### src/rtl/dsc_regs.svh
`ifndef DSC_REGS_SVH
`define DSC_REGS_SVH
// clock and conversion of nanoseconds to cycles
`define DSC_CLK_NS              8
`define DSC_CEIL_CYC(ns)        (((ns) + `DSC_CLK_NS - 1) / `DSC_CLK_NS)
`define DSC_FLOOR_CYC(ns)       ((ns) / `DSC_CLK_NS)
// memory timing, slowest speed grade so every grade is served
`define DSC_T_RAH_NS            10
`define DSC_T_RCD_NS            20
`define DSC_T_CAC_NS            20
`define DSC_T_RAC_NS            80
`define DSC_T_CAS_NS            20
`define DSC_T_CP_NS             10
`define DSC_T_RP_NS             60
`define DSC_T_RAS_NS            80
`define DSC_T_CSR_NS            10
`define DSC_T_CWD_NS            50
`define DSC_T_RWD_NS            110
`define DSC_T_CWL_NS            20
`define DSC_T_OED_NS            20
`define DSC_T_RPS_NS            150
`define DSC_T_RASS_NS           100000
`define DSC_T_POWERUP_NS        200000
`define DSC_T_REF_ROW_NS        15625
// counts of cycles
`define DSC_RAH_CYC             `DSC_CEIL_CYC(`DSC_T_RAH_NS)
`define DSC_RCD_CYC             `DSC_CEIL_CYC(`DSC_T_RCD_NS)
`define DSC_CAC_CYC             `DSC_CEIL_CYC(`DSC_T_CAC_NS)
`define DSC_RAC_CYC             `DSC_CEIL_CYC(`DSC_T_RAC_NS)
`define DSC_CAS_CYC             `DSC_CEIL_CYC(`DSC_T_CAS_NS)
`define DSC_CP_CYC              `DSC_CEIL_CYC(`DSC_T_CP_NS)
`define DSC_RP_CYC              `DSC_CEIL_CYC(`DSC_T_RP_NS)
`define DSC_RAS_CYC             `DSC_CEIL_CYC(`DSC_T_RAS_NS)
`define DSC_CSR_CYC             `DSC_CEIL_CYC(`DSC_T_CSR_NS)
`define DSC_CWD_CYC             `DSC_CEIL_CYC(`DSC_T_CWD_NS)
`define DSC_RWD_CYC             `DSC_CEIL_CYC(`DSC_T_RWD_NS)
`define DSC_CWL_CYC             `DSC_CEIL_CYC(`DSC_T_CWL_NS)
`define DSC_OED_CYC             `DSC_CEIL_CYC(`DSC_T_OED_NS)
`define DSC_RPS_CYC             `DSC_CEIL_CYC(`DSC_T_RPS_NS)
// initialisation and refresh counts
`define DSC_INIT_REFRESHES      8
`define DSC_ROWS                512
`endif

### src/rtl/dsc_pkg.sv
package dsc_pkg;
  typedef enum logic [12:0] {
    DSC_POWER = 13'h0001,
    DSC_IDLE  = 13'h0002,
    DSC_ROW   = 13'h0004,
    DSC_COLA  = 13'h0008,
    DSC_CAS   = 13'h0010,
    DSC_WR    = 13'h0020,
    DSC_CEND  = 13'h0040,
    DSC_PRE   = 13'h0080,
    DSC_REFC  = 13'h0100,
    DSC_REFR  = 13'h0200,
    DSC_SRC   = 13'h0400,
    DSC_SRR   = 13'h0800,
    DSC_SRX   = 13'h1000
  } dsc_state_t;
endpackage

### src/rtl/dsc_ctrl.sv
`timescale 1ns/1ps
`include "dsc_regs.svh"
// Notes on behaviour
// - self refresh entry holds row and column strobes low at least 100 us
// - after self refresh, row strobe stays high the post precharge time
// - column strobe rises with, never over 50 ns before, row strobe rise
// - write strobe stays high through the end of every read
// - the enabled column strobes fall together and stay low well over 5 ns
// - write data is valid before the column fall in writes and from the write fall on in read-modify-write
// - read-modify-write waits 110 ns from row strobe fall to write
// - read-modify-write waits 50 ns from column fall to write
// - page cycles of read, write and read-modify-write may mix
// - read data is sampled only after the access times have passed
// - late column strobe is allowed; read then limited by column access
// - column address is presented before column precharge ends
// - column address stays valid 40 ns before row strobe rises
// - after self refresh, a burst of all 512 row refreshes runs
// - after power up wait 200 us then eight refresh row cycles
module dsc_ctrl #(
  parameter int POWERUP_CYC = `DSC_CEIL_CYC(`DSC_T_POWERUP_NS),
  parameter int RASS_CYC    = `DSC_CEIL_CYC(`DSC_T_RASS_NS),
  parameter int REF_ROW_CYC = `DSC_FLOOR_CYC(`DSC_T_REF_ROW_NS)
) (
  input  wire logic        sys_clk_in,
  input  wire logic        reset_n_in,
  input  wire logic        clk_en_in,
  input  wire logic        req_valid_in,
  output logic             req_ready_out,
  input  wire logic        req_write_in,
  input  wire logic        req_rmw_in,
  input  wire logic [17:0] req_addr_in,
  input  wire logic [15:0] req_wdata_in,
  input  wire logic [1:0]  req_lanes_in,
  output logic             rsp_valid_out,
  output logic [15:0]      rsp_rdata_out,
  input  wire logic        self_refresh_req_in,
  output logic             self_refresh_out,
  output logic             init_done_out,
  output logic             row_strobe_n_out,
  output logic             upper_lane_col_strobe_n_out,
  output logic             lower_lane_col_strobe_n_out,
  output logic             write_strobe_n_out,
  output logic             output_enable_n_out,
  output logic [8:0]       muxed_address_out,
  input  wire logic [15:0] data_lines_in,
  output logic [15:0]      data_lines_out,
  output logic             data_lines_oe_out
);
  ////////////////////////////////////////////////////////////////////////
  dsc_pkg::dsc_state_t state, next_state;
  logic [14:0] wait_cnt, next_wait_cnt;
  logic [7:0]  ras_cnt, next_ras_cnt;
  logic [9:0]  ref_left, next_ref_left;
  logic [10:0] ref_timer, next_ref_timer;
  logic        ref_pending, next_ref_pending;
  logic        init_done, next_init_done;
  logic        op_write, next_op_write;
  logic        op_rmw, next_op_rmw;
  logic [17:0] op_addr, next_op_addr;
  logic [15:0] op_wdata, next_op_wdata;
  logic [1:0]  op_lanes, next_op_lanes;
  logic        rsp_valid, next_rsp_valid;
  logic [15:0] rdata, next_rdata;
  logic        ras_n, next_ras_n;
  logic [1:0]  cas_n, next_cas_n;
  logic        we_n, next_we_n;
  logic        oe_n, next_oe_n;
  logic [8:0]  addr, next_addr;
  logic [15:0] dq, next_dq;
  logic        dq_oe, next_dq_oe;
  logic        accept, page_hit, ras_ok;

  // a page is only kept while no refresh is due, which also bounds the
  // page row-strobe pulse far below its maximum
  assign page_hit = req_valid_in && !ref_pending
                    && req_addr_in[17:9] == op_addr[17:9];
  assign req_ready_out = (state == dsc_pkg::DSC_IDLE && !ref_pending
                          && !self_refresh_req_in)
                         || (state == dsc_pkg::DSC_CEND && wait_cnt == 15'h0000
                             && ras_ok && page_hit);
  assign accept = req_valid_in && req_ready_out;
  assign ras_ok = ras_cnt >= 8'(`DSC_RAS_CYC - 1);

  ////////////////////////////////////////////////////////////////////////
  always_comb begin
    next_state       = state;
    next_wait_cnt    = (wait_cnt != 15'h0000) ? wait_cnt - 15'h0001 : wait_cnt;
    next_ras_cnt     = (ras_cnt != 8'hFF) ? ras_cnt + 8'h01 : ras_cnt;
    next_ref_left    = ref_left;
    next_ref_timer   = ref_timer - 11'h001;
    next_ref_pending = ref_pending;
    next_init_done   = init_done;
    next_op_write    = op_write;
    next_op_rmw      = op_rmw;
    next_op_addr     = op_addr;
    next_op_wdata    = op_wdata;
    next_op_lanes    = op_lanes;
    next_rsp_valid   = 1'b0;
    next_rdata       = rdata;
    if (accept) begin
      next_op_write = req_write_in;
      next_op_rmw   = req_rmw_in && !req_write_in;
      next_op_addr  = req_addr_in;
      next_op_wdata = req_wdata_in;
      next_op_lanes = req_lanes_in;
    end
    case (state)
      dsc_pkg::DSC_POWER: begin
        if (wait_cnt == 15'h0000) begin
          next_ref_left = 10'(`DSC_INIT_REFRESHES);
          next_state    = dsc_pkg::DSC_REFC;
          next_wait_cnt = 15'(`DSC_CSR_CYC - 1);
        end
      end
      dsc_pkg::DSC_IDLE: begin
        if (ref_pending) begin
          next_ref_left = 10'h001;
          next_state    = dsc_pkg::DSC_REFC;
          next_wait_cnt = 15'(`DSC_CSR_CYC - 1);
        end else if (self_refresh_req_in) begin
          next_state    = dsc_pkg::DSC_SRC;
          next_wait_cnt = 15'(`DSC_CSR_CYC - 1);
        end else if (accept) begin
          next_state    = dsc_pkg::DSC_ROW;
          next_ras_cnt  = 8'h00;
          next_wait_cnt = 15'(`DSC_RAH_CYC - 1);
        end
      end
      dsc_pkg::DSC_ROW: begin
        // row address held, column address follows only afterwards
        if (wait_cnt == 15'h0000) begin
          next_state    = dsc_pkg::DSC_COLA;
          next_wait_cnt = 15'(`DSC_RCD_CYC - `DSC_RAH_CYC);
        end
      end
      dsc_pkg::DSC_COLA: begin
        if (wait_cnt == 15'h0000) begin
          next_state    = dsc_pkg::DSC_CAS;
          next_wait_cnt = op_rmw ? 15'(`DSC_CWD_CYC - 1)
                                 : 15'(`DSC_CAS_CYC - 1);
        end
      end
      dsc_pkg::DSC_CAS: begin
        // reads wait for both column and row access; late column strobe
        // simply makes the row term already satisfied
        if (wait_cnt == 15'h0000
            && (op_write || ras_cnt >= 8'(`DSC_RAC_CYC - 1))
            && (!op_rmw || ras_cnt >= 8'(`DSC_RWD_CYC - 1))) begin
          if (!op_write) begin
            next_rdata     = data_lines_in;
            next_rsp_valid = 1'b1;
          end
          next_state    = op_rmw ? dsc_pkg::DSC_WR : dsc_pkg::DSC_CEND;
          next_wait_cnt = op_rmw ? 15'(`DSC_OED_CYC + `DSC_CWL_CYC - 1)
                                 : 15'(`DSC_CP_CYC - 1);
        end
      end
      dsc_pkg::DSC_WR: begin
        if (wait_cnt == 15'h0000) begin
          next_state    = dsc_pkg::DSC_CEND;
          next_wait_cnt = 15'(`DSC_CP_CYC - 1);
        end
      end
      dsc_pkg::DSC_CEND: begin
        if (wait_cnt == 15'h0000 && ras_ok) begin
          if (page_hit) begin
            next_state    = dsc_pkg::DSC_COLA;
            next_wait_cnt = 15'h0000;
          end else begin
            next_state    = dsc_pkg::DSC_PRE;
            next_wait_cnt = 15'(`DSC_RP_CYC - 1);
          end
        end
      end
      dsc_pkg::DSC_PRE: begin
        if (wait_cnt == 15'h0000) begin
          next_wait_cnt = 15'(`DSC_CSR_CYC - 1);
          next_state    = (ref_left != 10'h000) ? dsc_pkg::DSC_REFC
                                                : dsc_pkg::DSC_IDLE;
          if (ref_left == 10'h000 && !init_done) begin
            next_init_done = 1'b1;
          end
        end
      end
      dsc_pkg::DSC_REFC: begin
        if (wait_cnt == 15'h0000) begin
          next_state       = dsc_pkg::DSC_REFR;
          next_ras_cnt     = 8'h00;
          next_ref_left    = ref_left - 10'h001;
          next_ref_pending = 1'b0;
          next_wait_cnt    = 15'(`DSC_RAS_CYC - 1);
        end
      end
      dsc_pkg::DSC_REFR: begin
        if (wait_cnt == 15'h0000) begin
          next_state    = dsc_pkg::DSC_PRE;
          next_wait_cnt = 15'(`DSC_RP_CYC - 1);
        end
      end
      dsc_pkg::DSC_SRC: begin
        if (wait_cnt == 15'h0000) begin
          next_state    = dsc_pkg::DSC_SRR;
          next_wait_cnt = 15'(RASS_CYC - 1);
        end
      end
      dsc_pkg::DSC_SRR: begin
        if (wait_cnt == 15'h0000 && !self_refresh_req_in) begin
          next_state    = dsc_pkg::DSC_SRX;
          next_wait_cnt = 15'(`DSC_RPS_CYC - 1);
        end
      end
      dsc_pkg::DSC_SRX: begin
        if (wait_cnt == 15'h0000) begin
          next_ref_left    = 10'(`DSC_ROWS);
          next_ref_pending = 1'b0;
          next_state       = dsc_pkg::DSC_REFC;
          next_wait_cnt    = 15'(`DSC_CSR_CYC - 1);
        end
      end
      default: begin
        next_state    = dsc_pkg::DSC_IDLE;
        next_wait_cnt = 15'h0000;
      end
    endcase

    // a refresh coming due wins over a clear in the same cycle, so no
    // interval is lost when a refresh slot and the timer coincide
    if (ref_timer == 11'h000) begin
      next_ref_timer   = 11'(REF_ROW_CYC - 1);
      next_ref_pending = init_done;
    end

    // pin values follow the state being entered
    next_ras_n = 1'b1;
    next_cas_n = 2'b11;
    next_we_n  = 1'b1;
    next_oe_n  = 1'b1;
    next_addr  = addr;
    next_dq    = op_wdata;
    next_dq_oe = 1'b0;
    case (next_state)
      dsc_pkg::DSC_ROW: begin
        next_ras_n = 1'b0;
        next_addr  = next_op_addr[17:9];
      end
      dsc_pkg::DSC_COLA: begin
        next_ras_n = 1'b0;
        next_addr  = next_op_addr[8:0];
        next_we_n  = !next_op_write;
        next_dq    = next_op_wdata;
        next_dq_oe = next_op_write;
      end
      dsc_pkg::DSC_CAS: begin
        next_ras_n = 1'b0;
        // lanes fall on one edge; reads open both lanes
        next_cas_n = op_write ? ~op_lanes : 2'b00;
        next_we_n  = !op_write;
        next_oe_n  = op_write;
        next_dq_oe = op_write;
      end
      dsc_pkg::DSC_WR: begin
        next_ras_n = 1'b0;
        next_cas_n = 2'b00;
        // output enable lifted first so the lines are free before driving
        next_we_n  = !(next_wait_cnt < 15'(`DSC_CWL_CYC));
        next_dq_oe = next_wait_cnt < 15'(`DSC_CWL_CYC);
      end
      dsc_pkg::DSC_CEND: begin
        next_ras_n = 1'b0;
      end
      dsc_pkg::DSC_REFC: begin
        next_cas_n = 2'b00;
      end
      dsc_pkg::DSC_REFR, dsc_pkg::DSC_SRR: begin
        next_ras_n = 1'b0;
        next_cas_n = 2'b00;
      end
      dsc_pkg::DSC_SRC: begin
        next_cas_n = 2'b00;
      end
      default: begin
        // both strobes rise on one edge when self refresh ends
        next_ras_n = 1'b1;
      end
    endcase
  end

  always_ff @(posedge sys_clk_in) begin
    if (!reset_n_in) begin
      state       <= dsc_pkg::DSC_POWER;
      wait_cnt    <= 15'(POWERUP_CYC - 1);
      ras_cnt     <= 8'h00;
      ref_left    <= 10'h000;
      ref_timer   <= 11'(REF_ROW_CYC - 1);
      ref_pending <= 1'b0;
      init_done   <= 1'b0;
      op_write    <= 1'b0;
      op_rmw      <= 1'b0;
      op_addr     <= 18'h00000;
      op_wdata    <= 16'h0000;
      op_lanes    <= 2'h0;
      rsp_valid   <= 1'b0;
      rdata       <= 16'h0000;
      ras_n       <= 1'b1;
      cas_n       <= 2'b11;
      we_n        <= 1'b1;
      oe_n        <= 1'b1;
      addr        <= 9'h000;
      dq          <= 16'h0000;
      dq_oe       <= 1'b0;
    end else if (clk_en_in) begin
      state       <= next_state;
      wait_cnt    <= next_wait_cnt;
      ras_cnt     <= next_ras_cnt;
      ref_left    <= next_ref_left;
      ref_timer   <= next_ref_timer;
      ref_pending <= next_ref_pending;
      init_done   <= next_init_done;
      op_write    <= next_op_write;
      op_rmw      <= next_op_rmw;
      op_addr     <= next_op_addr;
      op_wdata    <= next_op_wdata;
      op_lanes    <= next_op_lanes;
      rsp_valid   <= next_rsp_valid;
      rdata       <= next_rdata;
      ras_n       <= next_ras_n;
      cas_n       <= next_cas_n;
      we_n        <= next_we_n;
      oe_n        <= next_oe_n;
      addr        <= next_addr;
      dq          <= next_dq;
      dq_oe       <= next_dq_oe;
    end
  end

  ////////////////////////////////////////////////////////////////////////
  assign rsp_valid_out               = rsp_valid;
  assign rsp_rdata_out               = rdata;
  assign self_refresh_out            = state == dsc_pkg::DSC_SRR;
  assign init_done_out               = init_done;
  assign row_strobe_n_out            = ras_n;
  assign upper_lane_col_strobe_n_out = cas_n[1];
  assign lower_lane_col_strobe_n_out = cas_n[0];
  assign write_strobe_n_out          = we_n;
  assign output_enable_n_out         = oe_n;
  assign muxed_address_out           = addr;
  assign data_lines_out              = dq;
  assign data_lines_oe_out           = dq_oe;
endmodule

### config.mk
export PLATFORM = sky130hd
export DESIGN_NAME = dsc_ctrl
export DESIGN_NICKNAME = d
export VERILOG_FILES = /design/src/rtl/dsc_pkg.sv /design/src/rtl/dsc_ctrl.sv
export VERILOG_INCLUDE_DIRS = /design/src /design/src/rtl
export SDC_FILE = /design/constraint.sdc
export NUM_CORES = 1
export LEC_CHECK = 0
export BUFFER_PORTS_ARGS = -buffer_cell sky130_fd_sc_hd__buf_2
export CAP_MARGIN = 10
export CORE_AREA = 5 5 130 132
export CTS_BUF_LIST = sky130_fd_sc_hd__clkbuf_2
export DETAILED_ROUTE_END_ITERATION = 6
export DIE_AREA = 0 0 135 137
export PLACE_DENSITY = 0.85
export SLEW_MARGIN = 20
export SYNTH_ARGS = -nofsm -noshare
export SYNTH_HDL_FRONTEND = slang
export SYNTH_SLANG_ARGS = --single-unit
### constraint.sdc
create_clock -name sys_clk_in -period 3.1 [get_ports sys_clk_in]
set_input_delay 0.465 -clock sys_clk_in [delete_from_list [all_inputs] [get_ports sys_clk_in]]
set_output_delay 0.465 -clock sys_clk_in [all_outputs]
set_load 0.1 [all_outputs]
# [After elaboration in Yosys (flattened, before gate mapping)]
# Cells that the tools add are included.
[word_totals] input_bits=59 register_bits=145 out_inout_bits=51
[op_classes] eq_ne=28 n_mux=63 reduce_logical=45 bitwise_logic=2 addsub=4 magnitude_cmp=3
[op_table] operator="$mux W13" n=14
[op_table] operator="$mux W15" n=12
[op_table] operator="$pmux W13 S12" n=1
[op_table] operator="$pmux W15 S9" n=1
[op_table] operator="$mux W8" n=6
[op_table] operator="$mux W10" n=4
[op_table] operator="$pmux W10 S4" n=1
[op_table] operator="$mux W16" n=2
[op_table] operator="$eq A13 B10 Y1 const B" n=2
[op_table] operator="$eq A13 B11 Y1 const B" n=2
[op_table] operator="$eq A13 B12 Y1 const B" n=2
[op_table] operator="$eq A13 B3 Y1 const B" n=2
[op_table] operator="$eq A13 B4 Y1 const B" n=2
[op_table] operator="$eq A13 B5 Y1 const B" n=2
[op_table] operator="$eq A13 B6 Y1 const B" n=2
[op_table] operator="$eq A13 B7 Y1 const B" n=2
[op_table] operator="$eq A13 B9 Y1 const B" n=2
[op_table] operator="$mux W18" n=1
[op_table] operator="$pmux W9 S2" n=1
[op_table] operator="$ge A8 B4 Y1 const B" n=2
[op_table] operator="$pmux W8 S2" n=1
[op_table] operator="$logic_not A15 Y1" n=1
[op_table] operator="$lt A15 B2 Y1 const B" n=1
[op_table] operator="$reduce_bool A15 Y1" n=1
[op_table] operator="other kinds (36)" n=78

# [Logic depth before layout (Yosys ltp)]
[depth] depth_word=13 ltp_mapped=15

# [Worst setup path before layout]
# No wires, ideal clock.
[synth_timing] path_kind="register to register" startpoint="register state[6]" endpoint="register addr[0], in the netlist muxed_address_out[0]" path_slack_ps=-776 path_stages_with_launch=12 setup_time_ps=128 t_arrival_ps=3749 cell_sequence="dfxtp_1 -> buf_2 -> or4_1 -> buf_2 -> nor4_4 -> a21oi_1 -> a41oi_2 -> or2_4 -> buf_12 -> mux4_1 -> mux2i_1 -> nor2_1"
[synth_via] elab_cells_between_ends=42 cone_classes="eq/ne (15); mux (17); reduce/logical (10)"
[synth_lines] element="start, declared" line_no="dsc_ctrl.sv:50" source="dsc_pkg::dsc_state_t state, next_state;"
[synth_lines] element="start signal, assigned" line_no="dsc_ctrl.sv:290" source="state <= dsc_pkg::DSC_POWER;"
[synth_lines] element="start signal, assigned" line_no="dsc_ctrl.sv:312" source="state <= next_state;"
[synth_lines] element="$eq A13 B12 Y1 (*)"
[synth_lines] element="net self_refresh_out" line_no="dsc_ctrl.sv:37" source="output logic self_refresh_out,"
[synth_lines] element="$pmux W13 S12 (*)" line_no="dsc_ctrl.sv:107" source="case (state)"
[synth_lines] element="$eq A13 B4 Y1 / $eq A13 B3 Y1 (equally long branches)" line_no="dsc_ctrl.sv:241" source="case (next_state)"
[synth_lines] element="$reduce_bool A2 Y1 (no line)"
[synth_lines] element="$reduce_and A2 Y1 (no line)"
[synth_lines] element="end signal, assigned" line_no="dsc_ctrl.sv:330" source="addr <= next_addr;"
[synth_lines] element="end, declared" line_no="dsc_ctrl.sv:68" source="logic [8:0] addr, next_addr;"
# Mark *: on every way through the listed nets, which the timed path passes. The rest lies on a longest branch.
# A chain may end at the register's enable or synchronous reset.

# [Worst setup path in the final report]
[layout_timing] startpoint="register state[0]" endpoint="register addr[5], in the netlist muxed_address_out[5]"
[layout_via] elab_chain_len=13 elab_cells_between_ends=42 cone_classes="eq/ne (15); mux (17); reduce/logical (10)"
[layout_lines] element="$eq A13 B7 Y1" line_no="dsc_ctrl.sv:79, dsc_ctrl.sv:107"
[layout_lines] element="$logic_and A1 B1 Y1" line_no="dsc_ctrl.sv:79" source="|| (state == dsc_pkg::DSC_CEND && wait_cnt == 15'h0000"
[layout_lines] element="$logic_and A1 B1 Y1 (2 in a row)" line_no="dsc_ctrl.sv:80" source="&& ras_ok && page_hit);"
[layout_lines] element="$logic_or A1 B1 Y1" line_no="dsc_ctrl.sv:79"
[layout_lines] element="$logic_and A1 B1 Y1" line_no="dsc_ctrl.sv:81" source="assign accept = req_valid_in && req_ready_out;"
[layout_lines] element="$mux W13" line_no="dsc_ctrl.sv:123" source="end else if (accept) begin"
[layout_lines] element="$mux W13" line_no="dsc_ctrl.sv:120" source="end else if (self_refresh_req_in) begin"
[layout_lines] element="$mux W13" line_no="dsc_ctrl.sv:116" source="if (ref_pending) begin"
[layout_lines] element="$pmux W13 S12" line_no="dsc_ctrl.sv:107"
[layout_lines] element="$eq A13 B4 Y1 / $eq A13 B3 Y1 (equally long branches)" line_no="dsc_ctrl.sv:241"
[layout_lines] element="$reduce_bool A2 Y1 (no line)"
[layout_lines] element="$reduce_and A2 Y1 (no line)"
# Parallel ways exist; a longest one is shown, timed or not.

==> results_tabular.tex <==
\begin{tabular}{lr}
\hline
Metric & Value \\
\hline
\multicolumn{2}{l}{\textbf{STA}} \\
\quad Shortest period the worst path allows & 3.26 ns \\
\quad Worst slew pin tran & 0.902 ns \\
\quad RSZ-0062 raised after global routing & true \\
\quad Final period utilization & 1.05 \\
\quad Number of hold violations in the final report & 0 \\
\quad Headroom to the max-slew limit & 0.399 \\
\quad WHS & 0.135 ns \\
\quad Final worst setup slack & -0.161 ns \\
\quad Clk\_skew & 0.0473 ns \\
\quad Maximum clock frequency & 0.307 GHz \\
\quad Max-slew violation count & 0 \\
\quad Count of endpoints failing setup in the final report & 12 \\
\multicolumn{2}{l}{\textbf{Placed design}} \\
\quad Placed wire-length estimate & 19.6 mm \\
\quad Quantity of I/O buffers inserted on ports & 109 \\
\quad Cell Count Post-Placement & 1438 \\
\quad Area post-placement & 9740 µm² \\
\quad Final GP Congestion & 1.08 \\
\multicolumn{2}{l}{\textbf{Floorplanning}} \\
\quad Placeable core region & 15600 µm² \\
\quad Std cell rows & 46 \\
\quad Die Area & 18500 µm² \\
\quad Y dimension of the die & 137 µm \\
\quad Number of ports placed on the die boundary & 110 \\
\quad Initial Utilization & 0.525 \\
\quad Width of the die & 135 µm \\
\multicolumn{2}{l}{\textbf{Detailed routing}} \\
\quad Drt drc & 0 \\
\quad Starting DRC count in detailed routing & 1100 \\
\quad Routed vias/inst & 6.25 \\
\quad Post-route antenna net violation count & 0 \\
\quad Vias post-DR & 9594 \\
\quad First-pass iteration count of the detailed router & 7 \\
\quad Drt wl/cell & 20.5 µm \\
\quad Sum of routed wire length over all layers & 31.5 mm \\
\multicolumn{2}{l}{\textbf{Finish}} \\
\quad Share of cells above drive strength 1 & 0.269 \\
\quad Final instance area & 10800 µm² \\
\quad Area overhead of the layout relative to synthesis & 31.8\% \\
\quad Number of standard cells in the layout, taps in and fillers out & 1535 \\
\quad Most frequent cells in the layout & sky130\_fd\_sc\_hd\_\_nand2\_1 (187), sky130\_fd\_sc\_hd\_\_dfxtp\_1 (139), sky130\_fd\_sc\_hd\_\_buf\_4 (130), sky130\_fd\_sc\_hd\_\_a21oi\_1 (111), sky130\_fd\_sc\_hd\_\_nor2\_1 (109) \\
\quad Antenna diode count & 0 \\
\quad Fin nets & 1375 \\
\quad Fill cell count & 1136 \\
\quad Most frequent standard cell in the layout excluding fill and tap cells & sky130\_fd\_sc\_hd\_\_nand2\_1 \\
\multicolumn{2}{l}{\textbf{Clock tree}} \\
\quad Longest Clk Path Bufs & 2 \\
\quad Clock-pin slew on the worst setup and hold paths & 0.23 ns \\
\quad Clock root buffer & sky130\_fd\_sc\_hd\_\_clkbuf\_2 \\
\quad Clock latency on the worst-skew pair & 0.76 ns \\
\quad H-tree levels & 4 \\
\quad Clk sinks & 145 \\
\quad TritonCTS clock tree & yes \\
\quad Number of buffers created by CTS & 17 \\
\multicolumn{2}{l}{\textbf{Logic synthesis}} \\
\quad Number of synthesized register bits & 145 \\
\quad Number of enable-type register cells in the synthesized netlist & 0 \\
\quad Post-synthesis cell type count & 81 \\
\quad Synthesized netlist net count & 1128 \\
\quad Ys Warns & 0 \\
\quad Post-Syn Area per Cell & 7.73 µm² \\
\quad Area of the mapped netlist & 8190 µm² \\
\quad Fraction of registers with async set/reset & 0 \\
\quad Leading register cell type out of synthesis & sky130\_fd\_sc\_hd\_\_dfxtp\_1 \\
\quad Seq/Total Area, Yosys & 0.355 \\
\quad Gate count after technology mapping & 1059 \\
\multicolumn{2}{l}{\textbf{Pwr}} \\
\quad Leak Pwr & 0.00437 µW \\
\quad Flop pwr share & 0.489 \\
\quad Internal power & 2590 µW \\
\quad Combinational share of power & 0.241 \\
\quad Switching fraction of total power & 0.359 \\
\quad Share of power burned in the clock network & 0.270 \\
\quad Power density over the cells & 374 nW/µm² \\
\quad Switching power summed over all nets & 1450 µW \\
\quad Max rail drop VDD & 517 µV \\
\multicolumn{2}{l}{\textbf{GRT}} \\
\quad Global-route wire length before repair & 48.9 mm \\
\quad Total congestion overflow & 0 \\
\quad Largest net degree at the start of global routing & 90 \\
\quad Vias in the first global route & 9496 \\
\quad Number of antenna violations at the first check in global routing & 0 \\
\quad Global-route usage over all layers & 0.331 \\
\multicolumn{2}{l}{\textbf{Setup path}} \\
\quad Worst-path cell with the longest stage delay & sky130\_fd\_sc\_hd\_\_or4\_4 \\
\quad Slack of the worst reg-to-reg path & -0.16 ns \\
\quad Startpoint Class & flop \\
\quad Dominant delay contributor by cell family on the critical path & simple AND/OR/NAND/NOR gates \\
\quad Worst Path Buf+Inv & 1 \\
\quad Crit end category & flop \\
\quad Cell seen most often among critical-path stages & sky130\_fd\_sc\_hd\_\_or4\_4 \\
\quad Data required time at the worst endpoint & 3.71 ns \\
\quad Highest cell delay on the worst timing path & 0.53 ns \\
\quad Setup CP Type & flop to flop \\
\quad CP cell instances & or4\_4 -> or4\_4 -> a221oi\_4 -> o31ai\_2 -> a41oi\_2 -> or2\_4 -> buf\_12 -> mux4\_2 -> mux2i\_1 -> nor2\_1 \\
\quad Maximum fanout count along the critical path & 5 \\
\quad Arrival time of data at the critical path endpoint & 3.87 ns \\
\multicolumn{2}{l}{\textbf{Run}} \\
\quad Max-capacitance violation count & 0 \\
\multicolumn{2}{l}{\textbf{Worst hold path}} \\
\quad Type of the tightest min-delay check & primary input to flop \\
\multicolumn{2}{l}{\textbf{Outcome}} \\
\quad Result of the run & finished with violations \\
\quad Violations in the final reports & negative setup slack \\
\hline
\end{tabular}
[worst reg2reg max path: cells and delay by family, from the launching register on]
family	cells	cell delay, ns
compound gates	3	0.61
flops	1	0.37
simple gates	4	1.37
mux	2	0.66
buf+inv	1	0.13
[stage by stage]
step	utilization	power (µW)	worst slack (ns)	TNS, ns
after floorplan	-	2530	-0.569	-9.07
after global placement	0.624	2820	-0.0489	-0.330
after detailed placement	0.624	2830	-0.102	-0.703
after CTS	0.684	3970	-0.0476	-0.266
after global routing	0.691	4180	-0.201	-1.81
final	0.691	4030	-0.161	-1.11
[registers in the layout (all words and copies together), names as in the netlist, 2 cells and up]
| name | flops |
|---|---|
| op_addr | 18 |
| cas_n | 2 |
| op_lanes | 2 |
| data_lines_out | 16 |
| ras_cnt | 8 |
| op_wdata | 16 |
| ref_left | 10 |
| state | 13 |
| ref_timer | 11 |
| rsp_rdata_out | 16 |
| muxed_address_out | 9 |
| wait_cnt | 15 |
[final cells by class]
class                   instances  area [µm²]  area share
repair buffers                303        2250       0.208
clock inverters                14         139      0.0129
multi-input cells             820        5060       0.469
flip-flops and latches        145        2910       0.270
well taps                     216         270      0.0251
clock buffers                  18        90.1     0.00835
inverters                      19        72.6     0.00673
[power groups by stage]
stage	combinational [µW]	sequential, µW	clock [µW]
2_1_floorplan	435	2090	0
3_3_place_gp	823	2000	0
3_5_place_dp	832	2000	0
4_1_cts	908	1970	1090
5_1_grt	1030	1980	1170
6_report	972	1970	1090
[Yosys cell counts (5+ instances only)]
cell type,instances,area [µm²]
sky130_fd_sc_hd__a211oi_1,22,165
sky130_fd_sc_hd__a21oi_1,114,571
sky130_fd_sc_hd__a22oi_1,5,37.5
sky130_fd_sc_hd__a31oi_1,8,50.1
sky130_fd_sc_hd__and2_1,5,31.3
sky130_fd_sc_hd__and3_1,10,62.6
sky130_fd_sc_hd__and4_1,5,43.8
sky130_fd_sc_hd__buf_2,16,80.1
sky130_fd_sc_hd__clkbuf_1,53,199
sky130_fd_sc_hd__dfxtp_1,145,2900
sky130_fd_sc_hd__ha_1,10,125
sky130_fd_sc_hd__inv_1,18,67.6
sky130_fd_sc_hd__mux2i_1,28,280
sky130_fd_sc_hd__mux4_1,6,158
sky130_fd_sc_hd__nand2_1,190,713
sky130_fd_sc_hd__nand2b_1,6,37.5
sky130_fd_sc_hd__nand3_1,25,125
sky130_fd_sc_hd__nand4_1,16,100
sky130_fd_sc_hd__nor2_1,110,413
sky130_fd_sc_hd__nor2b_1,8,50.1
sky130_fd_sc_hd__nor3_1,37,185
sky130_fd_sc_hd__nor4_1,15,93.8
sky130_fd_sc_hd__nor4b_1,5,43.8
sky130_fd_sc_hd__o211ai_1,8,60.1
sky130_fd_sc_hd__o21ai_0,38,190
sky130_fd_sc_hd__or3_1,5,31.3
sky130_fd_sc_hd__or4_1,17,128
sky130_fd_sc_hd__xnor2_1,23,201
sky130_fd_sc_hd__xor2_1,11,96.3
[cells by family (layout without fill, tap and decap cells)]
| logic type | after synthesis | in the layout | synth area share |
|---|---|---|---|
| simple gates | 484 | 484 | 0.286 |
| buf+inv | 94 | 354 | 0.0485 |
| flops | 145 | 145 | 0.355 |
| mux | 40 | 40 | 0.0659 |
| xor+xnor | 34 | 34 | 0.0364 |
| compound gates | 252 | 252 | 0.193 |
| fa+ha+maj | 10 | 10 | 0.0153 |
[worst paths after layout]
kind	startpoint	endpoint	cells past startpoint
max	state[0]	muxed_address_out[5]	10
min	reset_n_in	state[0]	2
max reg2reg	state[0]	muxed_address_out[5]	10
min reg2reg	rsp_rdata_out[10]	rsp_rdata_out[10]	2
[metal layers]
layer	vias up	global-route usage	routed length, µm
met5	-	0	0
met4	0	0.156	1780
met3	203	0.0743	3060
met2	662	0.577	15100
met1	4433	0.389	11500
li1	4296	-	-
[what timing repair did]
action	CTS	global route
setup buffers	5	6
gates resized for setup	33	20
hold endpoints to repair	56	0
cloned	0	0
pin swaps	6	4
hold buffers	54	0
setup endpoints to repair	21	50
No activity file was read; power rests on OpenSTA's default activity.
